===== config.mk =====
export PLATFORM = sky130hd
export DESIGN_NAME = epd_timer
export DESIGN_NICKNAME = d
export VERILOG_FILES = /design/src/core/epd_pkg.sv /design/src/core/epd_timer.sv
export SDC_FILE = /design/constraint.sdc
export NUM_CORES = 1
export LEC_CHECK = 0
export BUFFER_PORTS_ARGS = -buffer_cell sky130_fd_sc_hd__buf_2
export CORE_ASPECT_RATIO = 1.2
export CORE_UTILIZATION = 51
export CTS_CLUSTER_SIZE = 8
export DETAILED_ROUTE_END_ITERATION = 10
export GPL_TIMING_DRIVEN = 0
export MAX_ROUTING_LAYER = met4
export PLACE_DENSITY_LB_ADDON = 0.25
export SLEW_MARGIN = 30
export SYNTH_ARGS = -nofsm -noshare
export SYNTH_HDL_FRONTEND = slang
export SYNTH_SLANG_ARGS = --single-unit

===== constraint.sdc =====
create_clock -name core_clk -period 2.9 [get_ports core_clk]
set_clock_uncertainty 0.05 [all_clocks]
set_input_delay 0.87 -clock core_clk [delete_from_list [all_inputs] [get_ports core_clk]]
set_output_delay 0.87 -clock core_clk [all_outputs]
set_load 0.02 [all_outputs]

===== src/core/epd_pkg.sv =====
// Functional notes
// - prescaler register reads bit 7 as zero, low seven bits live, resets to 7f
// - counter register read/write any time, shows live count, resets to ff
// - underflow flag sets when counter goes from 00 to ff
// - timer irq raised while irq enable and underflow flag are both one
// - init bit low holds prescaler at 7f and stops counter
// - tap select divides prescaler input by two to the field value
// - status/control resets to all zero
// - prescaler ticks at core rate over 12, decrements, reloads 7f after zero
// - counter decrements per tap pulse while enabled, reloads ff after zero
// - flag also set by writing 00 to counter or one to status bit 7
// - counter write beats a simultaneous decrement; no flag from that decrement
package epd_pkg;

  // ****************************************************************
  // register map (byte addresses)
  // ****************************************************************
  localparam logic [7:0] ADDR_PRESCALER = 8'hd2;
  localparam logic [7:0] ADDR_COUNTER   = 8'hd3;
  localparam logic [7:0] ADDR_STATUS    = 8'hd4;

  // ****************************************************************
  // reset values
  // ****************************************************************
  localparam logic [6:0] PRESCALER_RST  = 7'h7f;
  localparam logic [7:0] COUNTER_RST    = 8'hff;
  localparam logic [7:0] STATUS_RST     = 8'h00;

  // ****************************************************************
  // status/control field positions
  // ****************************************************************
  localparam int BIT_UNDERFLOW = 7;
  localparam int BIT_IRQ_EN    = 6;
  localparam int BIT_RES_SET   = 5;
  localparam int BIT_RES_CLR   = 4;
  localparam int BIT_INIT_RUN  = 3;
  localparam int TAP_LSB       = 0;
  localparam int TAP_W         = 3;

  // ****************************************************************
  // timing
  // ****************************************************************
  localparam int          INT_DIV     = 12;
  localparam logic [3:0]  DIV_LAST    = 4'h0b;

endpackage


===== src/core/epd_timer.sv =====
`timescale 1ns/1ps
module epd_timer (
  input  wire logic        core_clk,
  input  wire logic        rst,
  input  wire logic        clk_en,
  input  wire logic        wb_cyc_i,
  input  wire logic        wb_stb_i,
  input  wire logic        wb_we_i,
  input  wire logic [7:0]  wb_adr_i,
  input  wire logic [31:0] wb_dat_i,
  input  wire logic [3:0]  wb_sel_i,
  output logic      [31:0] wb_dat_o,
  output logic             wb_ack_o,
  output logic             timer_irq
);

  // ****************************************************************
  // state
  // ****************************************************************
  typedef struct packed {
    logic [3:0]  div_r;
    logic [6:0]  presc_r;
    logic [7:0]  count_r;
    logic [7:0]  stat_r;
    logic [31:0] dat_r;
    logic        ack_r;
    logic        irq_r;
  } epd_state_s;

  epd_state_s st_r;
  epd_state_s st_nxt;

  logic        req;
  logic        wr;
  logic        rd;
  logic        lane0;
  logic        tick;
  logic        tap_pulse;
  logic [6:0]  presc_dec;
  logic [7:0]  rd_byte;
  logic [7:0]  wstat;
  logic        cnt_wr;
  logic        flag_set;

  // tap pulse: prescaler bit n-1 falls on this tick, giving divide by 2^n
  function automatic logic tap_fall(input logic [6:0] cur,
                                    input logic [6:0] nxt,
                                    input logic [2:0] sel);
    logic r;
    r = 1'b0;
    if (sel == 3'h0) begin
      r = 1'b1;
    end else begin
      r = cur[sel - 3'h1] & ~nxt[sel - 3'h1];
    end
    return r;
  endfunction

  // ****************************************************************
  // next state
  // ****************************************************************
  always_comb begin
    st_nxt    = st_r;
    req       = wb_cyc_i & wb_stb_i & ~st_r.ack_r;
    wr        = req & wb_we_i;
    rd        = req & ~wb_we_i;
    lane0     = wb_sel_i[0];
    tick      = st_r.div_r == epd_pkg::DIV_LAST;
    presc_dec = st_r.presc_r - 7'h01;
    tap_pulse = 1'b0;
    wstat     = wb_dat_i[7:0];

    // core rate over 12 feeds the prescaler
    st_nxt.div_r = tick ? 4'h0 : st_r.div_r + 4'h1;

    if (!st_r.stat_r[epd_pkg::BIT_INIT_RUN]) begin
      st_nxt.presc_r = epd_pkg::PRESCALER_RST;
    end else if (tick) begin
      // the wrap 00->7f only raises bits, so no tap falls on it
      if (st_r.presc_r == 7'h00) begin
        st_nxt.presc_r = epd_pkg::PRESCALER_RST;
      end else begin
        st_nxt.presc_r = presc_dec;
        tap_pulse = tap_fall(st_r.presc_r, presc_dec,
                   st_r.stat_r[epd_pkg::TAP_LSB +: epd_pkg::TAP_W]);
      end
      if (st_r.stat_r[epd_pkg::TAP_LSB +: epd_pkg::TAP_W] == 3'h0) begin
        tap_pulse = 1'b1;
      end
    end

    // counter: decrement on tap pulse; a counter write suppresses its wrap
    cnt_wr   = wr && lane0 && wb_adr_i == epd_pkg::ADDR_COUNTER;
    flag_set = 1'b0;
    if (tap_pulse) begin
      st_nxt.count_r = st_r.count_r - 8'h01;
      flag_set = (st_r.count_r == 8'h00) && !cnt_wr;
    end

    // direct prescaler write allowed only while running
    if (wr && lane0 && wb_adr_i == epd_pkg::ADDR_PRESCALER &&
        st_r.stat_r[epd_pkg::BIT_INIT_RUN]) begin
      st_nxt.presc_r = wb_dat_i[6:0];
    end

    // a counter write wins over the decrement
    if (cnt_wr) begin
      st_nxt.count_r = wb_dat_i[7:0];
      flag_set = flag_set | (wb_dat_i[7:0] == 8'h00);
    end

    // status write may clear the flag; a set in the same cycle wins
    if (wr && lane0 && wb_adr_i == epd_pkg::ADDR_STATUS) begin
      st_nxt.stat_r = wstat;
    end
    if (flag_set) begin
      st_nxt.stat_r[epd_pkg::BIT_UNDERFLOW] = 1'b1;
    end

    // read mux, unmapped reads zero
    case (wb_adr_i)
      epd_pkg::ADDR_PRESCALER: rd_byte = {1'b0, st_r.presc_r};
      epd_pkg::ADDR_COUNTER:   rd_byte = st_r.count_r;
      epd_pkg::ADDR_STATUS:    rd_byte = st_r.stat_r;
      default:                 rd_byte = 8'h00;
    endcase
    st_nxt.dat_r = rd ? {24'h000000, rd_byte} : 32'h00000000;
    st_nxt.ack_r = req;

    st_nxt.irq_r = st_nxt.stat_r[epd_pkg::BIT_IRQ_EN] &
                   st_nxt.stat_r[epd_pkg::BIT_UNDERFLOW];
  end

  // ****************************************************************
  // registers
  // ****************************************************************
  // async reset as the house style asks; every field loads a constant
  always_ff @(posedge core_clk or posedge rst) begin
    if (rst) begin
      st_r.div_r   <= 4'h0;
      st_r.presc_r <= epd_pkg::PRESCALER_RST;
      st_r.count_r <= epd_pkg::COUNTER_RST;
      st_r.stat_r  <= epd_pkg::STATUS_RST;
      st_r.dat_r   <= 32'h00000000;
      st_r.ack_r   <= 1'b0;
      st_r.irq_r   <= 1'b0;
    end else if (clk_en) begin
      st_r <= st_nxt;
    end
  end

  assign wb_dat_o  = st_r.dat_r;
  assign wb_ack_o  = st_r.ack_r;
  assign timer_irq = st_r.irq_r;

endmodule // epd_timer


=== Word level (Yosys, flattened, before mapping) ===
Index checks and enable logic that the tools add are counted.

* Register bits after elaboration: 61
* Bits in latches: 0
* Memory bits (writable): 0
* Memory bits (read-only): 0
* Input bits: 50
* Output and inout bits: 34
* Logic and storage cells: 64
* Memories: 0

* Add/subtract/negate cells: 4
* Multiply operators: 0
* Divide/modulo/power cells: 0
* $lt $le $gt $ge: 1
* Equality and inequality tests: 5
* Shifts and indexed selects: 0
* Mux-type cells: 21
* Bitwise operators: 10
* Reduce and logical (&&, ||, !) cells: 15

{| class="wikitable"
|+ Operators by type and width
! operator !! number
|-
| $mux W8 || 4
|-
| $mux W7 || 4
|-
| $eq A8 B8 Y1 const B || 3
|-
| $pmux W8 S3 || 1
|-
| $logic_not A8 Y1 || 2
|-
| $mux W1 || 9
|-
| $sub A8 B1 Y8 const B || 1
|-
| $logic_not A7 Y1 || 1
|-
| $sub A7 B1 Y7 const B || 1
|-
| $and A1 B1 Y1 || 6
|-
| $bmux W1 S3 || 2
|-
| $logic_and A1 B1 Y1 || 6
|-
| $reduce_and A2 Y1 || 3
|-
| $add A4 B1 Y4 const B || 1
|-
| $eq A4 B4 Y1 const B || 1
|-
| $lt A3 B4 Y1 const B || 1
|-
| $mux W4 || 1
|-
| $logic_not A3 Y1 || 1
|-
| $ne A3 B1 Y1 const B || 1
|-
| $not A1 Y1 || 3
|-
| $sub A3 B1 Y3 const B || 1
|-
| $reduce_bool A2 Y1 || 1
|-
| $logic_not A1 Y1 || 1
|-
| $or A1 B1 Y1 || 1
|}

=== Logic depth before layout (Yosys ltp) ===
Gate-level depths: netlist of the first run.

* Word-level depth: 14
* Mapped depth: 10
* Mapped depth without buffers: 9

=== Least setup slack after synthesis of the first run ===
No wires, ideal clock.

* Path kind: input port to flip-flop
* From: input wb_adr_i[2]
* To: register st_r[56] (netlist name)
* Library setup time: 0.081 ns
* Arrival: 2.488 ns
* Required time: 2.769 ns
* Slack: 0.282 ns
* Cell stages on the path: 7
* Path buffers: 1
* Cells stage by stage: nand2b_1 -> nor4_2 -> a211oi_1 -> nor2b_1 -> clkbuf_1 -> o21ai_0 -> a32oi_1

* Word-level cells in the longest chain between the ends: 5
* Elaborated cells on any way between the ends: 6

{| class="wikitable"
|+ RTL lines
! element !! line !! text
|-
| from (decl) || epd_timer.sv:9 || <nowiki>input wire logic [7:0] wb_adr_i,</nowiki>
|-
| $eq A8 B8 Y1 * || epd_timer.sv:101 || <nowiki>if (wr && lane0 && wb_adr_i == epd_pkg::ADDR_PRESCALER &&</nowiki>
|-
| $logic_and A1 B1 Y1 * (2 in a row) || epd_timer.sv:101 ||
|-
| $ne A3 B1 Y1 (no source line) || -- ||
|-
| $reduce_and A2 Y1 (no source line) || -- ||
|-
| to (signal assigned) || epd_timer.sv:148 || <nowiki>st_r <= st_nxt;</nowiki>
|-
| to (decl) || epd_timer.sv:30 || <nowiki>epd_state_s st_r;</nowiki>
|}

Mark *: on every way between the ends. The rest lies on a longest branch, timed or not.
A chain may end at the register's enable or synchronous reset.

=== Final worst setup path of the first run ===
* From: input wb_adr_i[5]
* To: register st_r[56] (netlist name)

Same word-level chain as after synthesis.

==> results of run 1 <==
[registers in the layout, summed over array words and instances (netlist names)]
register   flops
st_r          27
timer_irq      1
wb_ack_o       1
wb_dat_o       8
[per-layer routing]
metal | up-vias | share of wire (%) | track usage (%)
met1 | 1098 | 42 | 32.5
met5 | - | 0 | -
met2 | 81 | 51 | 41.0
li1 | 1128 | - | -
met4 | 0 | 2.0 | 9.36
met3 | 12 | 5.9 | 4.71
[power breakdown]
group | total (mW) | switching, mW | internal, mW
clock | 0.457 | 0.199 | 0.258
combinational | 0.227 | 0.121 | 0.106
sequential | 0.593 | 0.0362 | 0.557
total | 1.28 | 0.357 | 0.921
[Yosys cell counts (2+ instances only)]
cell type	n	area share [%]
dfstp_2	15	15
a32oi_1	3	1.0
a22oi_1	3	0.88
and2_1	3	0.73
nor2_1	13	1.9
nor2b_1	5	1.2
and3b_1	2	0.68
nor3_1	6	1.2
a31oi_1	5	1.2
o2111ai_1	2	0.68
nand3_1	12	2.3
inv_1	23	3.4
a211oi_1	2	0.58
a21boi_0	3	0.88
clkbuf_1	12	1.8
and3_1	4	0.97
mux2i_1	2	0.78
nand4_1	5	1.2
nand2_1	19	2.8
a2bb2oi_1	3	1.0
o22ai_1	10	2.4
nand2b_1	2	0.49
dfrtp_1	22	21
mux2_2	10	4.4
buf_4	32	9.4
nand3b_1	3	0.88
a21oi_1	16	3.1
a22o_1	8	2.7
ha_1	5	2.4
o21ai_0	16	3.1
[final cells by class]
cell class                 instances  area, µm²
tap                               58       72.6
sequential                        37        946
multi-input combinational        209       1350
fill                             436       1680
timing repair buffer              35        203
buffer                            44        285
clock buffer                       5       68.8
clock inverter                     3       43.8
inverter                          23       86.3
[critical path: cells and delay by family]
| kind | cells | cell delay, ps |
|---|---|---|
| buffers and inverters | 2 | 470 |
| AOI/OAI and AO/OA | 3 | 510 |
| and+or+nand+nor | 3 | 1000 |
[placed cells by master (no fill, tap or decap), types with 2 or more instances in the layout]
cell type / Yosys / routed
o2111ai_1: 2 / 2
dfstp_2: 15 / 15
and3_1: 4 / 4
mux2i_1: 2 / 2
a22oi_1: 3 / 3
nand2_1: 19 / 19
nor2_1: 13 / 13
ha_1: 5 / 5
a31oi_1: 5 / 5
mux2_2: 10 / 10
clkbuf_1: 12 / 11
and3b_1: 2 / 2
dfrtp_1: 22 / 21
o22ai_1: 10 / 10
clkbuf_8: 0 / 5
nand4_1: 5 / 5
buf_2: 0 / 32
a22o_1: 8 / 8
inv_1: 23 / 22
nor3_1: 6 / 6
a211oi_1: 2 / 2
nand3b_1: 3 / 3
nand2b_1: 2 / 2
buf_4: 32 / 34
o21ai_0: 16 / 16
a2bb2oi_1: 3 / 3
a32oi_1: 3 / 3
nand3_1: 12 / 11
a21boi_0: 3 / 3
and2_1: 3 / 3
a21oi_1: 16 / 16
conb_1: 1 / 24
nor2b_1: 5 / 5
[how the worst max path moves through the flow]
stage	from	to	slack [ps]	cells after the start
3_5_place_dp	wb_adr_i[5]	st_r[52]$_DFFE_PP1P_	-270	8
4_1_cts	st_r[34]$_DFFE_PP0P_	st_r[48]$_DFFE_PP1P_	0.2	10
2_1_floorplan	wb_adr_i[2]	st_r[56]$_DFFE_PP1P_	280	7
6_report	wb_adr_i[5]	st_r[56]$_DFFE_PP1P_	190	8
5_1_grt	st_r[50]$_DFFE_PP1P_	st_r[49]$_DFFE_PP1P_	8	10
3_3_place_gp	wb_adr_i[2]	st_r[52]$_DFFE_PP1P_	-250	8
[repair_timing]
item                                    in CTS  in global routing
hold buffers                                 0                  0
gates resized for setup                      0                  3
setup buffers                                0                  2
endpoints found under the setup margin       0                 21
[logic make-up after synthesis]
kind of cell / count (synthesis) / synth area share, %
xor gates and xnor gates: 1 / 0.341
AOI/OAI and AO/OA: 81 / 21.8
buffers and inverters: 68 / 14.6
muxes: 12 / 5.16
and+or+nand+nor: 86 / 18.7
DFF: 37 / 36.8
adders and majority gates: 5 / 2.44
other: 1 / 0.146
==> metrics.txt, run 1 <==
status completed; Synth cell types 55; Worst-path clk slew 80 ps; r2r setup slk 220 ps; cell at the slowest stage of the critical path nor4_4; Overall Power 1.28 mW; CP Data Arrival Time 2870 ps; Final min period 2710 ps; Skew-Pair Late Insertion Delay 290 ps; Bufs on Longest Clock Path 2; Crit. End Element flop; Final Hold Fails 0; routed via count 2319; Post-synth EDFFs 0; worst stage delay on the critical path 470 ps; Avg WL per Cell 14.7 µm; Hold Path Sink st_r[56]$_DFFE_PP1P_; Die Span Y 79.7 µm; initial antenna violation count 0; fraction of registers with async set/reset 100%; final WL 6110 µm; # diodes 0; global-route wire length before repair 10100 µm; Fin Setup TNS 0 ps; total track usage 25.8%; Power Density 418 nW/µm²; Slew headroom 62.6%; core area 4730 µm²; final worst-path cycle share 93.4%; Max VDD drop 314 µV; ys flop type dfrtp_1; worst reg2reg path startpoint st_r[50]$_DFFE_PP1P_; crit start category input port; root buffer cell clkbuf_8; pin count of the biggest net entering global routing 23; post-synthesis sequential area ratio 36.8%; layout cell share with drive strength beyond 1 31.5%; hold path start st_r[56]$_DFFE_PP1P_; synthesized area 2570 µm²; Worst-Margin Slew 557 ps; worst r2r dst st_r[46]$_DFFE_PP1P_; # rows 27; max_cap viols 0; vias in the first global route 2174; Hold Crit Class reg2reg; CP Class in2reg; Placed Instances 405; placed cell areas 2920 µm²; TritonCTS Sinks 37; Lkg Pwr 1.42 nW; Worst R2R Path Depth 9; die width 66.8 µm; hpwl dp 4680 µm; DRT Pass-1 Iters 4; Avg Vias per Cell 5.60; pre-CTS WS -270 ps; die area 5330 µm²; # H-tree levels 2; Layout area overhead 18.9%; cells after synthesis 291; routability congestion estimate from global placement 0.959; fin area 3050 µm²; Slew Limit Fails 0; Seq cells post-synth 37; crit path setup slack, layout 193 ps; Min Hold Slack 448 ps; final layout net count 410; Setup violations, final 0; CTS buffer count 5; port buffer count 32; drt initial violations 104; total grt overflow 0; CP Data Required Time 3060 ps; drt drc 0; critical path peak fanout 10; io pins 84; Achievable Freq 369 MHz; Ys Warns 0; Cell Count, Final, Fillers Out 414; unrepaired setup endpoints after global routing no; crit-path cells buf_2 > nand4b_1 > nor4_4 > a211oi_1 > nor2b_1 > clkbuf_1 > o21ai_0 > a32oi_1; TritonCTS clock tree yes; Worst Hold Depth 2; synthesized area per cell 8.83 µm²; Core Util, Final 64.6%; Starting Density 54.3%; Post-DRT Antenna Nets 0
(Power assumes the default switching activity.)
==> inputs of run 2 (changes only) <==
Settings changed: RECOVER_POWER set to 25.
==> run 2 against run 1 <==
Power shrank 0.35%. Die area is the same. Core utilization shrank 0.50 points. Combinational power shrank 2%. Maximum frequency is the same. Final cell count is the same. First-iteration DRC count grew 7.7%. Critical path type unchanged. Critical endpoint unchanged. Highest routed layer unchanged.
==> metrics.txt, run 2 (synthesis gave the netlist of run 1 again) <==
TritonCTS Sinks 37; root buffer cell clkbuf_8; Layout area overhead 18.0%; io pins 84; # rows 27; Max VDD drop 314 µV; Top delay family on crit path simple AND/OR/NAND/NOR gates; Die Span Y 79.7 µm; # diodes 0; total grt overflow 0; Worst-Margin Slew 1180 ps; Cell Count, Final, Fillers Out 414; hold path start st_r[56]$_DFFE_PP1P_; Post-DRT Antenna Nets 0; Achievable Freq 369 MHz; commonest cells after routing, fill and taps aside buf_4 (34), buf_2 (32), conb_1 (24); die area 5330 µm²; global-route wire length before repair 10100 µm; layout cell share with drive strength beyond 1 30.9%; CP Data Arrival Time 2870 ps; Hold Crit Class reg2reg; max reg flops 27; critical path peak fanout 10; Power Density 420 nW/µm²; unrepaired setup endpoints after global routing no; cell at the slowest stage of the critical path nor4_4; worst stage delay on the critical path 470 ps; pre-CTS WS -270 ps; Bufs on Longest Clock Path 2; final worst-path cycle share 93.4%; hpwl dp 4680 µm; crit path setup slack, layout 193 ps; Core Util, Final 64.1%; pin count of the biggest net entering global routing 23; die width 66.8 µm; Lkg Pwr 1.41 nW; final WL 6100 µm; crit start category input port; Skew-Pair Late Insertion Delay 290 ps; status completed; Slew Limit Fails 0; routed via count 2319; max_cap viols 0; r2r setup slk 220 ps; Largest Register st_r; Avg Vias per Cell 5.60; Final Hold Fails 0; DRT Pass-1 Iters 4; # H-tree levels 2; CTS buffer count 5; post-cts hold buffer count 0; core area 4730 µm²; total track usage 25.8%; Worst Hold Depth 2; Slew headroom 21.2%; Final min period 2710 ps; Crit. End Element flop; CP Data Required Time 3060 ps; Placed Instances 405; CP Class in2reg; initial antenna violation count 0; Worst Path Buf+Inv 2; # fillers 439; crit-path cells buf_2 > nand4b_1 > nor4_4 > a211oi_1 > nor2b_1 > clkbuf_1 > o21ai_0 > a32oi_1; drt initial violations 112; Worst R2R Path Depth 9; Worst-path clk slew 80 ps; drt drc 0; Avg WL per Cell 14.7 µm; placed cell areas 2920 µm²; Hold Path Sink st_r[56]$_DFFE_PP1P_; worst r2r dst st_r[46]$_DFFE_PP1P_; TritonCTS clock tree yes; Starting Density 54.3%; fin area 3030 µm²; commonest non-fill, non-tap cell in the layout buf_4; final layout net count 410; vias in the first global route 2174; Setup violations, final 0; routability congestion estimate from global placement 0.959; port buffer count 32; worst reg2reg path startpoint st_r[50]$_DFFE_PP1P_
## run 2: cell count changes in the layout (fill, tap and decap cells not counted), sizes merged
| cell | delta |
|---|---|
| buf | -1 |
| clkbuf | +1 |
## run 2: worst max-delay path by stage
stage / start / end / slack, ps / cells past startpoint
6_report: wb_adr_i[5] / st_r[56]$_DFFE_PP1P_ / 190 / 8
5_1_grt: st_r[50]$_DFFE_PP1P_ / st_r[49]$_DFFE_PP1P_ / 8 / 10
4_1_cts: st_r[34]$_DFFE_PP0P_ / st_r[48]$_DFFE_PP1P_ / 0.2 / 10
3_5_place_dp: wb_adr_i[5] / st_r[52]$_DFFE_PP1P_ / -270 / 8
3_3_place_gp: wb_adr_i[2] / st_r[52]$_DFFE_PP1P_ / -250 / 8
2_1_floorplan: wb_adr_i[2] / st_r[56]$_DFFE_PP1P_ / 280 / 7
## run 2: worst reg2reg max path, delay by kind of cell (launching register included)
kind / cells / cell delay [ps]
simple gates: 5 / 1520
fa+ha+maj: 1 / 230
buf+inv: 1 / 80
compound gates: 2 / 320
flops: 1 / 410
## run 2: cell type report
class	instances	area, µm²	share of cell area (%)
Inverter	23	86.3	2.85
Timing Repair Buffer	35	179	5.90
Clock buffer	5	68.8	2.27
Sequential cell	37	946	31.2
Tap cell	58	72.6	2.39
Clock inverter	3	43.8	1.45
Multi-Input combinational cell	209	1350	44.5
Buffer	44	285	9.41
## run 2: repair_timing
item | in CTS | in global routing
endpoints found under the setup margin | 0 | 21
endpoints found under the hold margin | 0 | 0
setup buffers | 0 | 2
resized for setup | 0 | 3
## run 2: power by group
group	switching, mW	total, mW	internal [mW]
Sequential	0.0362	0.593	0.557
Clock	0.199	0.457	0.258
Combinational	0.120	0.223	0.103
## run 2: metrics by stage
stage                     hold slack (ps)  setup TNS (ps)  power [mW]
after floorplan                       401               0       0.762
after global placement                424           -1980       0.812
after detailed placement              432           -2140       0.826
after CTS                             444               0        1.28
after global routing                  465               0        1.33
final                                 448               0        1.27
## run 2: per-layer routing
| metal | routed length [µm] | vias up | track usage (%) | part of all wire [%] |
|---|---|---|---|---|
| met5 | 0 | - | - | 0 |
| li1 | - | 1128 | - | - |
| met3 | 359 | 12 | 4.71 | 5.9 |
| met1 | 2530 | 1098 | 32.5 | 42 |
| met4 | 120 | 0 | 9.36 | 2.0 |
| met2 | 3090 | 81 | 41.0 | 51 |
==> inputs of run 3 (changes only) <==
Settings changed: ABC_AREA set to 1, CORE_UTILIZATION 51 to 52, CTS_CLUSTER_SIZE 8 to 16.
==> run 3 against run 2 <==
Count of clock-buffer cells in the layout did not move. Sequential power barely moved. Critical endpoint is now st_r[43]$_DFFE_PP1P_. Global-route usage rose by 0.99 points. Area after synthesis rose by 3.4%. Via count rose by 6.0%. First-iteration DRC count rose by 41%. Combinational power rose by 7%. Synthesized cell count rose by 23%. Register-to-register slack improved by 440 ps. Setup slack improved by 470 ps. Routed wire length rose by 0.69%.
==> metrics.txt, run 3 <==
Achievable Freq 446 MHz; Logic pwr share 17.5%; Slew Limit Fails 0; Layout area overhead 17.3%; Int Power 991 µW; Top delay family on crit path simple AND/OR/NAND/NOR gates; crit-path cells inv_1 > ha_1 > nand4_1 > nand2_1 > a21oi_1 > nand3_1 > nand2_1 > nand2_1 > nand2_4 > nand2_4 > nand2_1 > nand2_1; Skew-Pair Late Insertion Delay 300 ps; max_cap viols 0; commonest non-fill, non-tap cell in the layout nand2_1; CTS buffer count 5; Switching Fraction 27.3%; layout cell share with drive strength beyond 1 26.3%; Min Hold Slack 425 ps; initial antenna violation count 0; global-route wire length before repair 10500 µm; hpwl dp 4800 µm; post-cts hold buffer count 0; final WL 6140 µm; Clock Power Share 38.9%; max reg flops 27; unrepaired setup endpoints after global routing no; Avg WL per Cell 12.7 µm; Overall Power 1.36 mW; Lkg Pwr 1.64 nW; critical path peak fanout 9; worst stage delay on the critical path 580 ps; Cell Count, Final, Fillers Out 482; TritonCTS Sinks 37; CP Class reg2reg; cell at the slowest stage of the critical path dfstp_2; Final Hold Fails 0; Max VDD drop 421 µV; Placed Instances 474; Largest Register st_r; final worst-path cycle share 77.3%; Seq cells post-synth 37; CP Depth 12; Worst-path clk slew 70 ps; routability congestion estimate from global placement 0.941; PostCTS Resize Cnt 0; main combinational cell family by area after synthesis simple AND/OR/NAND/NOR gates; Worst Path Buf+Inv 1; ys flop type dfrtp_1; Slew headroom 11.1%; vias in the first global route 2332; drt drc 0; root buffer cell clkbuf_8; # H-tree levels 2; CP Data Arrival Time 2420 ps; synthesized area 2660 µm²; met2 wire len 3130 µm; # diodes 0; Fin Setup TNS 0 ps; top sig layer met4; Worst Hold Depth 2; die area 5400 µm²; Power Density 438 nW/µm²; XOR/XNOR Fraction of Synth Area 2.97%; Avg Vias per Cell 5.10; Compound-Gate Fraction of Synth Area 14.8%; io pins 84; final layout net count 476; Crit. End Element flop; cells after synthesis 358; Ys Warns 0; CP most frequent cell nand2_1; Worst R2R Path Depth 12; Die Span Y 80.3 µm; post-synthesis sequential area ratio 35.6%; pin count of the biggest net entering global routing 26; P_sw 372 µW; Hold Crit Class reg2reg; Post-synth top cells nand2_1 (83), inv_1 (41), o21ai_0 (36); Bufs on Longest Clock Path 2; Synth cell types 38; Setup violations, final 0; crit start category flop; core area 4940 µm²; DRT Pass-1 Iters 4; synth top area cells dfrtp_1 (21%), dfstp_2 (15%), nand2_1 (12%), buf_4 (9.6%), o21ai_0 (6.8%); Starting Density 53.8%; drt initial violations 158; Post-DRT Antenna Nets 0; # fillers 444; total grt overflow 0; Final min period 2240 ps; Post-synth EDFFs 0; Crit. Startpoint st_r[50]$_DFFE_PP1P_; TritonCTS clock tree yes; part of the power in registers 43.6%; pre-CTS WS 544 ps; total track usage 26.8%; r2r setup slk 660 ps; Yosys top cell by area dfrtp_1; met3 wire len 255 µm; crit path setup slack, layout 658 ps; Setup Buffers After CTS 0; routed via count 2458; synthesized area per cell 7.42 µm²; post-synthesis mux area share 0%; commonest cells after routing, fill and taps aside nand2_1 (83), inv_1 (41), o21ai_0 (36); die width 67.2 µm; worst setup path endpoint st_r[43]$_DFFE_PP1P_; top-count cell post-synth nand2_1; Simple-Gate Fraction of Synth Area 26.8%; CP Data Required Time 3070 ps; area share of the largest cell type after synthesis 20.7%; # rows 28; Worst-Margin Slew 1330 ps; worst r2r dst st_r[43]$_DFFE_PP1P_; fraction of registers with async set/reset 100%; worst reg2reg path startpoint st_r[50]$_DFFE_PP1P_; status completed; post-synthesis adder-cell area fraction 2.36%; Post-Route M1 WL 2620 µm; port buffer count 32
[run 3: cell count changes in the layout (fill, tap and decap cells not counted), moves of 4 or more]
cell,before,now
xor2_1,1,5
clkbuf_1,12,3
nor3_1,6,2
a22o_1,8,1
o22ai_1,10,5
inv_1,23,41
nand3_1,11,28
mux2_2,10,0
o21ai_0,16,36
nand2_1,19,83
nor2_1,13,18
xnor2_1,0,4
nor2b_1,5,0
[run 3: final cells by class]
class	count	area (µm²)	area share [%]
Multi-Input combinational cell	259	1340	42.9
Clock inverter	3	65.1	2.09
Buffer	40	289	9.28
Inverter	45	171	5.50
Tap cell	60	75.1	2.41
Sequential cell	37	945	30.3
Clock buffer	5	68.8	2.21
Timing Repair Buffer	33	164	5.26
[run 3: worst min-delay path: stages, from the launching register on]
cell and delay, ps:
dfstp_2 380, nand2_1 60, nand2_1 40
[run 3: worst min-delay path by stage]
stage,start,end
floorplan,st_r[42]$_DFFE_PP1P_,st_r[42]$_DFFE_PP1P_
global placement,st_r[42]$_DFFE_PP1P_,st_r[42]$_DFFE_PP1P_
detailed placement,st_r[46]$_DFFE_PP1P_,st_r[46]$_DFFE_PP1P_
CTS,st_r[46]$_DFFE_PP1P_,st_r[46]$_DFFE_PP1P_
global route,st_r[42]$_DFFE_PP1P_,st_r[42]$_DFFE_PP1P_
finish,st_r[46]$_DFFE_PP1P_,st_r[46]$_DFFE_PP1P_
[run 3: per-stage QoR]
step           util [%]  area [µm²]
5_1_grt            63.1        3120
6_report           63.1        3120
4_1_cts            63.4        3130
3_5_place_dp       60.7        3000
2_1_floorplan         -        2740
3_3_place_gp       60.3        2980
[run 3: power groups by stage]
stage | combinational (mW) | sequential [mW] | clock (mW)
global placement | 0.229 | 0.600 | 0
global route | 0.269 | 0.599 | 0.560
detailed placement | 0.239 | 0.602 | 0
floorplan | 0.180 | 0.596 | 0
finish | 0.238 | 0.595 | 0.530
CTS | 0.240 | 0.593 | 0.538
[run 3: cells by family after synthesis]
| kind of cell | count (synthesis) |
|---|---|
| fa+ha+maj | 5 |
| xor+xnor | 9 |
| buf+inv | 85 |
| compound gates | 69 |
| simple gates | 152 |
| flops | 37 |
| other cells | 1 |
[run 3: metal layers]
layer	GRT usage, %	vias up
li1	-	1239
met1	32.5	1147
met2	43.9	60
met3	4.97	12
met4	9.36	0
met5	-	-
